<file path="config.mk">
export PLATFORM = sky130hd
export DESIGN_NAME = bsp_seq
export DESIGN_NICKNAME = d
export VERILOG_FILES = /design/src/hw/bsp_pkg.sv /design/src/hw/bsp_shifter.sv /design/src/hw/bsp_seq.sv
export VERILOG_INCLUDE_DIRS = /design/src /design/src/hw
export SDC_FILE = /design/constraint.sdc
export NUM_CORES = 1
export LEC_CHECK = 0
export BUFFER_PORTS_ARGS = -buffer_cell sky130_fd_sc_hd__buf_2
export CAP_MARGIN = 10
export CORE_UTILIZATION = 49
export CTS_BUF_LIST = sky130_fd_sc_hd__clkbuf_4 sky130_fd_sc_hd__clkbuf_8
export CTS_CLUSTER_SIZE = 20
export DETAILED_ROUTE_END_ITERATION = 16
export PLACE_DENSITY = 0.73
export SYNTH_ARGS = -nofsm -noshare
export SYNTH_HDL_FRONTEND = slang
export SYNTH_SLANG_ARGS = --single-unit
</file>
<file path="constraint.sdc">
create_clock -name clk_i -period 6.97 [get_ports clk_i]
set_clock_uncertainty 0.15 [all_clocks]
set_input_delay 0.697 -clock clk_i [delete_from_list [all_inputs] [get_ports clk_i]]
set_output_delay 0.697 -clock clk_i [all_outputs]
set_load 0.02 [all_outputs]
</file>
<file path="src/hw/bsp_regs.svh">
// constants of the background serial port sequencer
`ifndef BSP_REGS_SVH
`define BSP_REGS_SVH

// ****************************************
// clock and timing
// ****************************************
`define BSP_CLK_NS 10
`define BSP_CS_PULSE_NS 1000
`define BSP_CS_PULSE_CYC ((`BSP_CS_PULSE_NS + `BSP_CLK_NS - 1) / `BSP_CLK_NS)

// ****************************************
// serial mode values and half periods
// ****************************************
`define BSP_MODE_A 8'h14
`define BSP_MODE_B 8'h15
`define BSP_MODE_C 8'h16
`define BSP_HALF_A 8'h02
`define BSP_HALF_B 8'h04
`define BSP_HALF_C 8'h08

// ****************************************
// command field values
// ****************************************
`define BSP_SEL_ZERO 16'h0000
`define BSP_SEL_ONES 16'hFFFF
`define BSP_CS_NONE 2'h0
`define BSP_CS_FALL 2'h1
`define BSP_CS_RISE 2'h2
`define BSP_CS_RESET 1'b1

`endif

</file>
<file path="src/hw/bsp_pkg.sv">
// types of the background serial port sequencer
package bsp_pkg;

  typedef struct packed {
    logic signed [15:0] ops;
    logic signed [15:0] src;
    logic signed [15:0] dst;
    logic [2:0] nbytes;
    logic [1:0] cs_mode;
    logic handshake;
  } bsp_cmd_t;

  typedef enum logic [3:0] {
    S_IDLE = 4'b0001,
    S_CSP  = 4'b0010,
    S_WAIT = 4'b0100,
    S_RUN  = 4'b1000
  } bsp_state_t;

endpackage : bsp_pkg

</file>
<file path="src/hw/bsp_shifter.sv">
// full-duplex byte shifter driving the serial clock
`timescale 1ns/1ps
module bsp_shifter
  import bsp_pkg::*;
(
  // clock and reset
  input wire logic clk_i,
  input wire logic sys_rst_i,
  // control
  input wire logic start_i,
  input wire logic [31:0] tx_i,
  input wire logic [5:0] nbits_i,
  input wire logic [7:0] half_i,
  input wire logic miso_i,
  output logic done_o,
  output logic [31:0] rx_o,
  // pins
  output logic sclk_o,
  output logic mosi_o
);

  logic busy_r, busy_nxt, done_r, done_nxt, sclk_r, sclk_nxt;
  logic [7:0] cnt_r, cnt_nxt;
  logic [5:0] bits_r, bits_nxt;
  logic [31:0] sh_r, sh_nxt, rx_r, rx_nxt;

  // ****************************************
  // shift engine
  // ****************************************
  always_comb begin
    busy_nxt = busy_r;
    done_nxt = 1'b0;
    sclk_nxt = sclk_r;
    cnt_nxt = cnt_r;
    bits_nxt = bits_r;
    sh_nxt = sh_r;
    rx_nxt = rx_r;
    if (start_i && !busy_r) begin
      busy_nxt = 1'b1;
      sclk_nxt = 1'b0;
      cnt_nxt = half_i - 8'h01;
      bits_nxt = nbits_i;
      sh_nxt = tx_i;
      rx_nxt = 32'h0000_0000;
    end else if (busy_r) begin
      if (cnt_r == 8'h00) begin
        cnt_nxt = half_i - 8'h01;
        if (!sclk_r) begin
          sclk_nxt = 1'b1;
        end else begin
          // sample at the end of the high half: the two-flop miso delay
          // would hand over the previous bit at a two-clock half period
          sclk_nxt = 1'b0;
          rx_nxt = {rx_r[30:0], miso_i};
          sh_nxt = {sh_r[30:0], 1'b0};
          bits_nxt = bits_r - 6'h01;
          if (bits_r == 6'h01) begin
            busy_nxt = 1'b0;
            done_nxt = 1'b1;
          end
        end
      end else begin
        cnt_nxt = cnt_r - 8'h01;
      end
    end
  end

  always_ff @(posedge clk_i or posedge sys_rst_i) begin
    if (sys_rst_i) begin
      busy_r <= 1'b0;
      done_r <= 1'b0;
      sclk_r <= 1'b0;
      cnt_r <= 8'h00;
      bits_r <= 6'h00;
      sh_r <= 32'h0000_0000;
      rx_r <= 32'h0000_0000;
    end else begin
      busy_r <= busy_nxt;
      done_r <= done_nxt;
      sclk_r <= sclk_nxt;
      cnt_r <= cnt_nxt;
      bits_r <= bits_nxt;
      sh_r <= sh_nxt;
      rx_r <= rx_nxt;
    end
  end

  assign done_o = done_r;
  assign rx_o = rx_r;
  assign sclk_o = sclk_r;
  assign mosi_o = sh_r[31];

endmodule : bsp_shifter

</file>
<file path="src/hw/bsp_seq.sv">
// background serial port sequencer: command, chip select, handshake, registers
// Function
// - shift out and capture every transfer
// - operation count sets repeated cycles
// - negative count advances an index each cycle
// - advance source, else destination when special
// - source zero sends zeros, minus one ones
// - destination zero discards received data
// - one to four low-order bytes per cycle
// - most significant selected byte goes first
// - select mode zero leaves select untouched
// - mode one pulses high then low
// - mode two pulses low then high
// - handshake waits for peripheral output low
// - timing comes from serial mode value
// - select pulsing repeats across commands
`include "bsp_regs.svh"
`timescale 1ns/1ps
module bsp_seq
  import bsp_pkg::*;
#(
  parameter int CS_PULSE = `BSP_CS_PULSE_CYC
)(
  // clock and reset
  input wire logic clk_i,
  input wire logic sys_rst_i,
  // command port
  input wire logic cmd_valid_i,
  input wire bsp_cmd_t cmd_i,
  output logic cmd_ready_o,
  output logic busy_o,
  // serial mode setting
  input wire logic [7:0] serial_mode_select_command_i,
  // data register access
  output logic [15:0] rd_idx_o,
  input wire logic [31:0] rd_data_i,
  output logic wr_en_o,
  output logic [15:0] wr_idx_o,
  output logic [31:0] wr_data_o,
  // link pins
  output logic sclk_o,
  output logic mosi_o,
  input wire logic miso_i,
  output logic cs_o
);

  bsp_state_t state_r, state_nxt;
  bsp_cmd_t cmd_r, cmd_nxt;
  logic [15:0] left_r, left_nxt;
  logic [15:0] pulse_r, pulse_nxt;
  logic cs_r, cs_nxt;
  logic wr_en_r, wr_en_nxt;
  logic [15:0] wr_idx_r, wr_idx_nxt;
  logic [31:0] wr_data_r, wr_data_nxt;
  logic miso_m_r, miso_s_r;
  logic accept, start, done;
  logic [31:0] tx_w, rx_w;
  logic [7:0] half_w;

  // ****************************************
  // helpers
  // ****************************************
  // unknown mode values fall back to the fastest, first mode
  function automatic logic [7:0] half_of(input logic [7:0] m);
    unique case (m)
      `BSP_MODE_B: half_of = `BSP_HALF_B;
      `BSP_MODE_C: half_of = `BSP_HALF_C;
      default: half_of = `BSP_HALF_A;
    endcase
  endfunction : half_of

  function automatic logic special(input logic [15:0] s);
    special = (s == `BSP_SEL_ZERO) || (s == `BSP_SEL_ONES);
  endfunction : special

  assign half_w = half_of(serial_mode_select_command_i);

  // ****************************************
  // miso synchroniser
  // ****************************************
  always_ff @(posedge clk_i or posedge sys_rst_i) begin
    if (sys_rst_i) begin
      miso_m_r <= 1'b1;
      miso_s_r <= 1'b1;
    end else begin
      miso_m_r <= miso_i;
      miso_s_r <= miso_m_r;
    end
  end

  // ****************************************
  // transmit word
  // ****************************************
  always_comb begin
    if (cmd_r.src == `BSP_SEL_ZERO) begin
      tx_w = 32'h0000_0000;
    end else if (cmd_r.src == `BSP_SEL_ONES) begin
      tx_w = 32'hFFFF_FFFF;
    end else begin
      tx_w = rd_data_i << (6'(3'h4 - cmd_r.nbytes) * 6'h08);
    end
  end

  assign accept = cmd_valid_i && cmd_ready_o;
  assign start = (state_r == S_WAIT) && (!cmd_r.handshake || !miso_s_r);

  // ****************************************
  // sequencer
  // ****************************************
  always_comb begin
    state_nxt = state_r;
    cmd_nxt = cmd_r;
    left_nxt = left_r;
    pulse_nxt = pulse_r;
    cs_nxt = cs_r;
    wr_en_nxt = 1'b0;
    wr_idx_nxt = wr_idx_r;
    wr_data_nxt = wr_data_r;
    unique case (state_r)
      S_IDLE: begin
        if (accept && cmd_i.ops != 16'sh0000) begin
          cmd_nxt = cmd_i;
          left_nxt = cmd_i.ops[15] ? 16'(-cmd_i.ops) : cmd_i.ops;
          pulse_nxt = 16'(CS_PULSE);
          if (cmd_i.cs_mode == `BSP_CS_FALL) begin
            cs_nxt = 1'b1;
            state_nxt = S_CSP;
          end else if (cmd_i.cs_mode == `BSP_CS_RISE) begin
            cs_nxt = 1'b0;
            state_nxt = S_CSP;
          end else begin
            state_nxt = S_WAIT;
          end
        end
      end
      S_CSP: begin
        pulse_nxt = pulse_r - 16'h0001;
        if (pulse_r == 16'h0001) begin
          cs_nxt = (cmd_r.cs_mode == `BSP_CS_RISE);
          state_nxt = S_WAIT;
        end
      end
      S_WAIT: begin
        if (start) begin
          state_nxt = S_RUN;
        end
      end
      S_RUN: begin
        if (done) begin
          wr_en_nxt = (cmd_r.dst != `BSP_SEL_ZERO);
          wr_idx_nxt = cmd_r.dst;
          wr_data_nxt = rx_w;
          if (cmd_r.ops[15]) begin
            if (special(cmd_r.src)) begin
              cmd_nxt.dst = cmd_r.dst + 16'sh0001;
            end else begin
              cmd_nxt.src = cmd_r.src + 16'sh0001;
            end
          end
          left_nxt = left_r - 16'h0001;
          state_nxt = (left_r == 16'h0001) ? S_IDLE : S_WAIT;
        end
      end
    endcase
  end

  always_ff @(posedge clk_i or posedge sys_rst_i) begin
    if (sys_rst_i) begin
      state_r <= S_IDLE;
      cmd_r <= '0;
      left_r <= 16'h0000;
      pulse_r <= 16'h0000;
      cs_r <= `BSP_CS_RESET;
      wr_en_r <= 1'b0;
      wr_idx_r <= 16'h0000;
      wr_data_r <= 32'h0000_0000;
    end else begin
      state_r <= state_nxt;
      cmd_r <= cmd_nxt;
      left_r <= left_nxt;
      pulse_r <= pulse_nxt;
      cs_r <= cs_nxt;
      wr_en_r <= wr_en_nxt;
      wr_idx_r <= wr_idx_nxt;
      wr_data_r <= wr_data_nxt;
    end
  end

  // ****************************************
  // shifter and outputs
  // ****************************************
  bsp_shifter u_shift (
    .clk_i(clk_i),
    .sys_rst_i(sys_rst_i),
    .start_i(start),
    .tx_i(tx_w),
    .nbits_i({cmd_r.nbytes, 3'h0}),
    .half_i(half_w),
    .miso_i(miso_s_r),
    .done_o(done),
    .rx_o(rx_w),
    .sclk_o(sclk_o),
    .mosi_o(mosi_o)
  );

  assign cmd_ready_o = (state_r == S_IDLE);
  assign busy_o = (state_r != S_IDLE);
  assign rd_idx_o = cmd_r.src;
  assign wr_en_o = wr_en_r;
  assign wr_idx_o = wr_idx_r;
  assign wr_data_o = wr_data_r;
  assign cs_o = cs_r;
endmodule : bsp_seq

</file>
==> results.ini, run 1 <==
[min_path]
hp-start=miso_i
hp-class=in -> reg
whs_path_depth=1
holdPathEnd=miso_m_r$_DFF_PP1_

[worst_setup_path]
crit_buf_inv=0
r2r_cells=5
crit_path_start_kind=register
critPathSlowestCell=nor4_1
worst_path_dominant_cell_family=simple AND/OR/NAND/NOR gates
r2r_start=state_r[2]$_DFFE_PP0P_
cp_max_fo=50
crit_type=reg -> reg
slowest_delay_ns=1.31
worstPathRequired_ns=7.23
critPathArrivalTime_ns=3.87
r2r-end=rd_idx_o[7]$_DFFE_PP0P_
endpoint_kind=register
r2r_slack_ns=3.36
crit_chain=nor4b_4 -> nand2_2 -> nor4_1 -> o21ai_0 -> a221o_1

[cells_and_area]
postLayoutCellArea_um2=12900
fillCellCount=2050
drive_gt1_frac=0.198
utilization=0.569
syn_to_final_growth_pct=14.0
nets=1496

[placed_design]
dpl_cell_area_um2=12100
io_buffers=167
gp_congestion=0.895
hpwl_um=20300
place_worst_setup_slack_ns=3.31

[timing]
rsz0062_at_grt=false
slew_viol_final=0
period_minus_slack_ns=3.61
clock.fmax_mhz=277
worst_slack_ns=3.36
worst-slew-pin-transition_ns=1.31
fin_setup_tns_ns=0
post-route-period-util=0.518
hold_ws_ns=0.136
slew-limit-headroom=0.120
hold_viol=0
setup_viol=0

[synth]
synthesis.nets=1383
synth_seq_cells=208
ys_top_cells_by_area=dfrtp_1 (45%), nand2_1 (8.1%), o21ai_0 (5.1%), mux2i_1 (3.5%), a21oi_1 (2.5%)
async_flop_share=1.00
ys_warn_count=0
synth_top_area_share=0.451
synth_edf_count=0
netlist_top_cells_count=nand2_1 (244), dfrtp_1 (204), o21ai_0 (116)
syn_inst=1269
synth_seq_area_share=0.461
yosysMostFrequentCell=nand2_1
ys.flop_type=dfrtp_1
syn_area_um2=11300
synth_area_leader_cell=dfrtp_1
syn_avg_cell_area_um2=8.91
synth_cell_types=75

[clock_network]
cts_setup_buffers=0
cts_buffers=37
cts_resized=0
clk_pin_slew_ns=0.06
clock_insertion_delay_worst_skew_ns=0.53
cts_tree=done
cts_hold_buf=0
clockBufferDepth=3
cts.sinks=208
cts-root-buf=clkbuf_8
h-tree-depth=2

[pwr]
switching_power_uw=1150
swShare=0.323
p_seq_frac=0.457
power_density_nw_per_um2=277
p_leak_uw=0.00597
internal_power_uw=2410
irDropWorstVdd_v=0.000183
power_frac_comb=0.212
pwr-share-clk=0.331

[run]
drv_cap=0

[global_route]
grt_pass1_wl_um=48800
antenna_found_initial=2
overflow=0
grt_max_degree=140
grt_pass1_vias=9529
track_usage=0.256

[drt]
via_per_inst=6.00
firstDrtPassIters=5
drtIter0Drc=964
ant_nets=0
dr_total_vias=10200
wire_per_inst_um=17.9
drc_errors=0
wl_um=30300

[floorplan]
core_um2=22600
start_util=0.499
ios=168
die_area_um2=23700
die_h_um=154
dieWidth_um=154
rows=55

[run_status]
status=completed

==> how the worst max path moves through the flow <==
stage	start	endpoint	slack, ns	cells past startpoint
after CTS	state_r[2]$_DFFE_PP0P_	rd_idx_o[7]$_DFFE_PP0P_	3.46	5
after detailed placement	cmd_i[38]	cmd_r[15]$_DFFE_PP0P_	3.31	8
final	state_r[2]$_DFFE_PP0P_	rd_idx_o[7]$_DFFE_PP0P_	3.36	5
after global routing	state_r[2]$_DFFE_PP0P_	rd_idx_o[7]$_DFFE_PP0P_	3.22	5
after floorplan	sys_rst_i	cmd_r[0]$_DFFE_PP0P_	0.45	1
after global placement	cmd_i[38]	cmd_r[15]$_DFFE_PP0P_	3.38	8
==> sequential cells by signal (all words and copies together) (netlist names), 16 cells and up <==
register / count
wr_idx_o: 16
pulse_r: 16
left_r: 16
u_shift.sh_r: 32
wr_data_o: 32
rd_idx_o: 16
cmd_r: 23
u_shift.rx_o: 32
==> layout make-up <==
class                           count  area, um^2  share of cell area
Tap cell                          285         357              0.0277
Clock inverter                      5        60.1             0.00466
Clock buffer                       59         706              0.0548
Inverter                           32         128             0.00990
Sequential cell                   208        5210               0.404
Antenna cell                        2        5.00            0.000388
Timing Repair Buffer              179         926              0.0718
Multi-Input combinational cell    924        5500               0.427
==> metal layers <==
metal  track usage  routed length [um]
met5             0                   0
met4         0.114                1140
met3        0.0490                2370
met2         0.386               13400
met1         0.358               13400
==> through the flow <==
stage / cells / total power (uW)
floorplan: 1269 / 2180
global placement: 1628 / 2360
detailed placement: 1628 / 2390
CTS: 1692 / 3580
global route: 1694 / 3770
finish: 1694 / 3570
==> worst register-to-register path: stages (launching register included) <==
cell	delay (ns)
dfrtp_1	0.53
nor4b_4	0.36
nand2_2	0.61
nor4_1	1.31
o21ai_0	0.18
a221o_1	0.33
==> cells in the final DEF (no fill, tap or decap), types with 15 or more instances in the layout <==
master	synthesis	final
ha_1	16	16
nand3_1	56	55
nand2_1	244	243
inv_1	32	31
nor4_1	25	25
mux2i_1	40	40
dfrtp_1	204	204
clkbuf_8	0	42
a211oi_1	24	24
buf_2	12	167
nor3_1	21	21
xor2_1	15	15
clkbuf_4	0	17
a21oi_1	57	57
nor2_1	63	62
or4_1	17	17
o21ai_0	116	116
xnor2_1	18	18
==> power by group through the flow <==
stage / sequential (uW) / combinational [uW] / clock, uW
finish: 1630 / 757 / 1180
global route: 1660 / 847 / 1260
CTS: 1620 / 755 / 1200
detailed placement: 1640 / 753 / 0
global placement: 1630 / 730 / 0
floorplan: 1570 / 610 / 0
==> cells by family after synthesis <==
logic type / synth area share
xor+xnor: 0.0256
flops: 0.461
fa+ha+maj: 0.0177
compound gates: 0.173
simple gates: 0.219
mux: 0.0474
buf+inv: 0.0558
No activity file was read; power rests on OpenSTA's default activity.
==> run 2, diff against run 1 <==
--- a/config.mk
+++ b/config.mk
@@ -12,7 +12,7 @@
 export CTS_BUF_LIST = sky130_fd_sc_hd__clkbuf_4 sky130_fd_sc_hd__clkbuf_8
 export CTS_CLUSTER_SIZE = 20
 export DETAILED_ROUTE_END_ITERATION = 16
-export PLACE_DENSITY = 0.73
+export PLACE_DENSITY = 0.7
 export SYNTH_ARGS = -nofsm -noshare
 export SYNTH_HDL_FRONTEND = slang
 export SYNTH_SLANG_ARGS = --single-unit
==> constraint.sdc (replaced) <==
create_clock -name clk_i -period 3.35 [get_ports clk_i]
set_clock_uncertainty 0.15 [all_clocks]
set_input_delay 0.335 -clock clk_i [delete_from_list [all_inputs] [get_ports clk_i]]
set_output_delay 0.335 -clock clk_i [all_outputs]
set_load 0.02 [all_outputs]
==> results.ini, run 2 (synthesis results as in run 1) <==
[clock_network]
cts_resized=0
h-tree-depth=2
clockBufferDepth=3
cts_setup_buffers=0
cts-root-buf=clkbuf_8
clock_insertion_delay_worst_skew_ns=0.54
cts_buffers=37
cts_tree=done
clk_pin_slew_ns=0.06
cts.sinks=208

[worst_setup_path]
crit_buf_inv=1
critPathArrivalTime_ns=3.21
slowest_delay_ns=0.59
endpoint_kind=register
crit_top_cell=nand4_1
worstPathRequired_ns=3.63
r2r_slack_ns=0.42
crit_path_start=rd_idx_o[0]$_DFFE_PP0P_
crit_chain=inv_1 -> ha_1 -> nor4b_1 -> nand4_1 -> nand4_1 -> o21ai_0 -> a221oi_1
path_depth=7
r2r_start=rd_idx_o[0]$_DFFE_PP0P_
crit_path_start_kind=register
critPathSlowestCell=nand4_1
cp_max_fo=11
r2r_cells=7
worst_path_dominant_cell_family=simple AND/OR/NAND/NOR gates
r2r-end=rd_idx_o[14]$_DFFE_PP0P_
crit_type=reg -> reg
cp-endpoint=rd_idx_o[14]$_DFFE_PP0P_

[drt]
ant_nets=0
wire_per_inst_um=17.5
highest-signal-layer=met4
firstDrtPassIters=5
wl_met2_um=13800
drtIter0Drc=831
dr_total_vias=10300
wl_um=30700
via_per_inst=5.86
wl_met1_um=14200
drc_errors=0
wl_met3_um=1880

[timing]
slew-limit-headroom=0.314
slew_viol_final=0
setup_viol=0
hold_viol=0
worst_slack_ns=0.419
rsz0062_at_grt=false
post-route-period-util=0.875
fin_setup_tns_ns=0
clock.fmax_mhz=341
worst-slew-pin-transition_ns=1.03
period_minus_slack_ns=2.93

[pwr]
power_density_nw_per_um2=556
irDropWorstVdd_v=0.000408
p_leak_uw=0.00623
fin_total_pwr_uw=7470

[floorplan]
die_area_um2=23700
core_um2=22600
start_util=0.499
die_h_um=154
ios=168
dieWidth_um=154
rows=55

[global_route]
grt_pass1_vias=9932
antenna_found_initial=0
grt_pass1_wl_um=50900
track_usage=0.264
overflow=0
grt_max_degree=140

[cells_and_area]
drive_gt1_frac=0.203
layout_common_cells=nand2_1 (243), dfrtp_1 (204), buf_2 (167), o21ai_0 (116), nor2_1 (62)
final_common_cell=nand2_1
utilization=0.593
diodes=0
fillCellCount=2005
nets=1555
syn_to_final_growth_pct=18.8

[min_path]
hp-class=in -> reg

[placed_design]
hpwl_um=20400
gp_congestion=0.884
io_buffers=167
place_worst_setup_slack_ns=0.316

[run_status]
status=completed

[run]
drv_cap=0

-- run 2: cell count changes in the layout (fill, tap and decap cells not counted), sizes merged --
cell         previous run  this run
clkinvlp                0         1
inv                    34        33
clkinv                  2         3
dlygate4sd3             0        40
bufinv                  1         0
buf                   179       198
diode                   2         0
-- run 2: how the worst min path moves through the flow --
stage	from	to	cells after the start	slack, ns
floorplan	miso_i	miso_m_r$_DFF_PP1_	0	0.19
global placement	miso_m_r$_DFF_PP1_	miso_s_r$_DFF_PP1_	0	0.20
detailed placement	miso_m_r$_DFF_PP1_	miso_s_r$_DFF_PP1_	0	0.20
CTS	cmd_i[23]	rd_idx_o[1]$_DFFE_PP0P_	3	0.02
global route	rd_data_i[3]	u_shift.sh_r[3]$_DFFE_PP0P_	3	0.04
finish	cmd_i[23]	rd_idx_o[1]$_DFFE_PP0P_	3	0.02
-- run 2: layout make-up --
cell class	count	area, um^2	area share
clock inverter	5	35.0	0.00261
sequential	208	5210	0.388
tap	285	357	0.0265
inverter	32	124	0.00922
timing repair buffer	238	1480	0.110
multi-input combinational	924	5500	0.409
clock buffer	59	731	0.0544
-- run 2: worst register-to-register path: cells and delay by family, from the launching register on --
| family | cells | cell delay [ns] |
|---|---|---|
| AND/OR/NAND/NOR | 3 | 1.53 |
| AO/OA/AOI/OAI | 2 | 0.45 |
| flip-flops | 1 | 0.43 |
| adder cells (fa/ha/maj) | 1 | 0.15 |
| buffers and inverters | 1 | 0.12 |
-- run 2: report_power, final --
group	total [uW]	internal, uW	switching [uW]
Combinational	1630	716	911
Sequential	3380	2940	441
Clock	2460	1390	1070
Total	7470	5040	2420
-- run 2: repair_timing --
item                       4_1_cts  5_1_grt
setup endpoints to repair        0        0
hold endpoints to repair       176        0
hold buffers                    40        0
-- run 2: routing by layer --
layer	vias up	global-route usage
li1	4886	-
met1	4959	0.375
met2	352	0.408
met3	58	0.0496
met4	0	0.0829
met5	-	0
-- run 2: per-stage QoR --
stage	hold WS, ns	cell area, um^2	instances
after floorplan	0.189	11300	1269
after global placement	0.198	12300	1647
after detailed placement	0.197	12300	1647
after CTS	0.0193	13400	1751
after global routing	0.0406	13400	1751
final	0.0242	13400	1751
==> run 3, diff against run 2 <==
--- a/config.mk
+++ b/config.mk
@@ -8,6 +8,7 @@
 export LEC_CHECK = 0
 export BUFFER_PORTS_ARGS = -buffer_cell sky130_fd_sc_hd__buf_2
 export CAP_MARGIN = 10
+export CORE_ASPECT_RATIO = 1.2
 export CORE_UTILIZATION = 49
 export CTS_BUF_LIST = sky130_fd_sc_hd__clkbuf_4 sky130_fd_sc_hd__clkbuf_8
 export CTS_CLUSTER_SIZE = 20
==> results.ini, run 3 (synthesis results as in run 1) <==
[run_status]
status=completed

[floorplan]
die_area_um2=23700
start_util=0.502
dieWidth_um=141
die_h_um=168
core_um2=22500
rows=60
ios=168

[cells_and_area]
final_common_cell=nand2_1
syn_to_final_growth_pct=18.3
multi_input_area_um2=5500
stdcell_count=1743
layout_common_cells=nand2_1 (244), dfrtp_1 (204), buf_2 (167), o21ai_0 (116), nor2_1 (62)
nets=1554
layout.area.seq_um2=5210
utilization=0.594
fillCellCount=2041
drive_gt1_frac=0.203

[timing]
post-route-period-util=0.866
hold_viol=0
slew_viol_final=0
period_minus_slack_ns=2.90
clock.fmax_mhz=345
fin_setup_tns_ns=0
setup_viol=0
worst-slew-pin-transition_ns=1.23
rsz0062_at_grt=false
hold_ws_ns=0.0294
slew-limit-headroom=0.177
worst_slack_ns=0.447

[global_route]
grt_pass1_wl_um=49500
grt_pass1_vias=9685
antenna_found_initial=2
overflow=0
track_usage=0.259
grt_max_degree=65

[min_path]
whs_path_depth=3
hp-class=in -> reg

[worst_setup_path]
endpoint_kind=register
cp_max_fo=11
crit_type=reg -> reg
crit_path_start_kind=register
crit_chain=ha_1 -> nand4_1 -> or4_1 -> nand4_1 -> o21ai_0 -> a221oi_1
critPathArrivalTime_ns=3.16
worstPathRequired_ns=3.61
crit_top_cell=nand4_1
critPathSlowestCell=or4_1
worst_path_dominant_cell_family=simple AND/OR/NAND/NOR gates
r2r_cells=6
slowest_delay_ns=0.75
crit_buf_inv=0
path_depth=6

[pwr]
switching_power_uw=2380
p_leak_uw=0.00621
p_seq_frac=0.463
internal_power_uw=4920
pwr-share-clk=0.313
power_density_nw_per_um2=546
irDropWorstVdd_v=0.000356
swShare=0.326
power_frac_comb=0.223

[clock_network]
cts-root-buf=clkbuf_8
cts.sinks=208
cts_buffers=36
clockBufferDepth=3
cts_resized=0
cts_tree=done
clock_insertion_delay_worst_skew_ns=0.52
h-tree-depth=2
clk_pin_slew_ns=0.06

[placed_design]
io_buffers=167
place_inst=1646
place_worst_setup_slack_ns=0.255
hpwl_um=20900
gp_congestion=0.921

[drt]
drc_errors=0
ant_nets=0
wl_met3_um=2000
wl_um=30500
drtIter0Drc=629
wire_per_inst_um=17.5
highest-signal-layer=met4
firstDrtPassIters=5
wl_met1_um=13100
via_per_inst=5.82
dr_total_vias=10100
wl_met2_um=14500

[run]
drv_cap=0

==> run 3: per-stage QoR <==
step	cell area, um^2	power, uW
floorplan	11300	4530
finish	13400	7300
global route	13400	7740
CTS	13400	7350
detailed placement	12300	5000
global placement	12300	4940
==> run 3: area by class of cell <==
class	count	area share
antenna	2	0.000374
clock inverter	9	0.00337
timing repair buffer	238	0.112
clock buffer	51	0.0492
multi-input combinational	924	0.411
sequential	208	0.389
tap	279	0.0261
inverter	32	0.00926
==> run 3: layer usage <==
| layer | global-route usage | vias up |
|---|---|---|
| met3 | 0.0520 | 61 |
| li1 | - | 4886 |
| met1 | 0.340 | 4865 |
| met4 | 0.0945 | 0 |
| met2 | 0.426 | 330 |
| met5 | 0 | - |
==> run 3: power groups by stage <==
stage / logic [uW] / clock network (uW) / registers, uW
final: 1630 / 2290 / 3380
after global routing: 1830 / 2460 / 3450
after CTS: 1630 / 2350 / 3370
after detailed placement: 1590 / 0 / 3410
after global placement: 1550 / 0 / 3390
after floorplan: 1270 / 0 / 3260
==> run 3: worst min-delay path, delay by kind of cell <==
kind / cells / cell delay, ns
AO/OA/AOI/OAI: 2 / 0.20
buffers and inverters: 1 / 0.11
==> run 3: path summary, 6_finish.rpt <==
| path | start | end | slack (ns) |
|---|---|---|---|
| max | rd_idx_o[1]$_DFFE_PP0P_ | rd_idx_o[14]$_DFFE_PP0P_ | 0.45 |
| min | rd_data_i[5] | u_shift.sh_r[5]$_DFFE_PP0P_ | 0.03 |
| max reg2reg | rd_idx_o[1]$_DFFE_PP0P_ | rd_idx_o[14]$_DFFE_PP0P_ | 0.45 |
| min reg2reg | miso_m_r$_DFF_PP1_ | miso_s_r$_DFF_PP1_ | 0.22 |
| max in group asynchronous | sys_rst_i | wr_data_o[19]$_DFFE_PP0P_ | 1.82 |
| min in group asynchronous | sys_rst_i | wr_en_o$_DFF_PP0_ | 0.40 |
==> run 3: repair_timing <==
action	4_1_cts	5_1_grt
endpoints found under the hold margin	66	0
hold buffers	35	0
buffers inserted	0	0
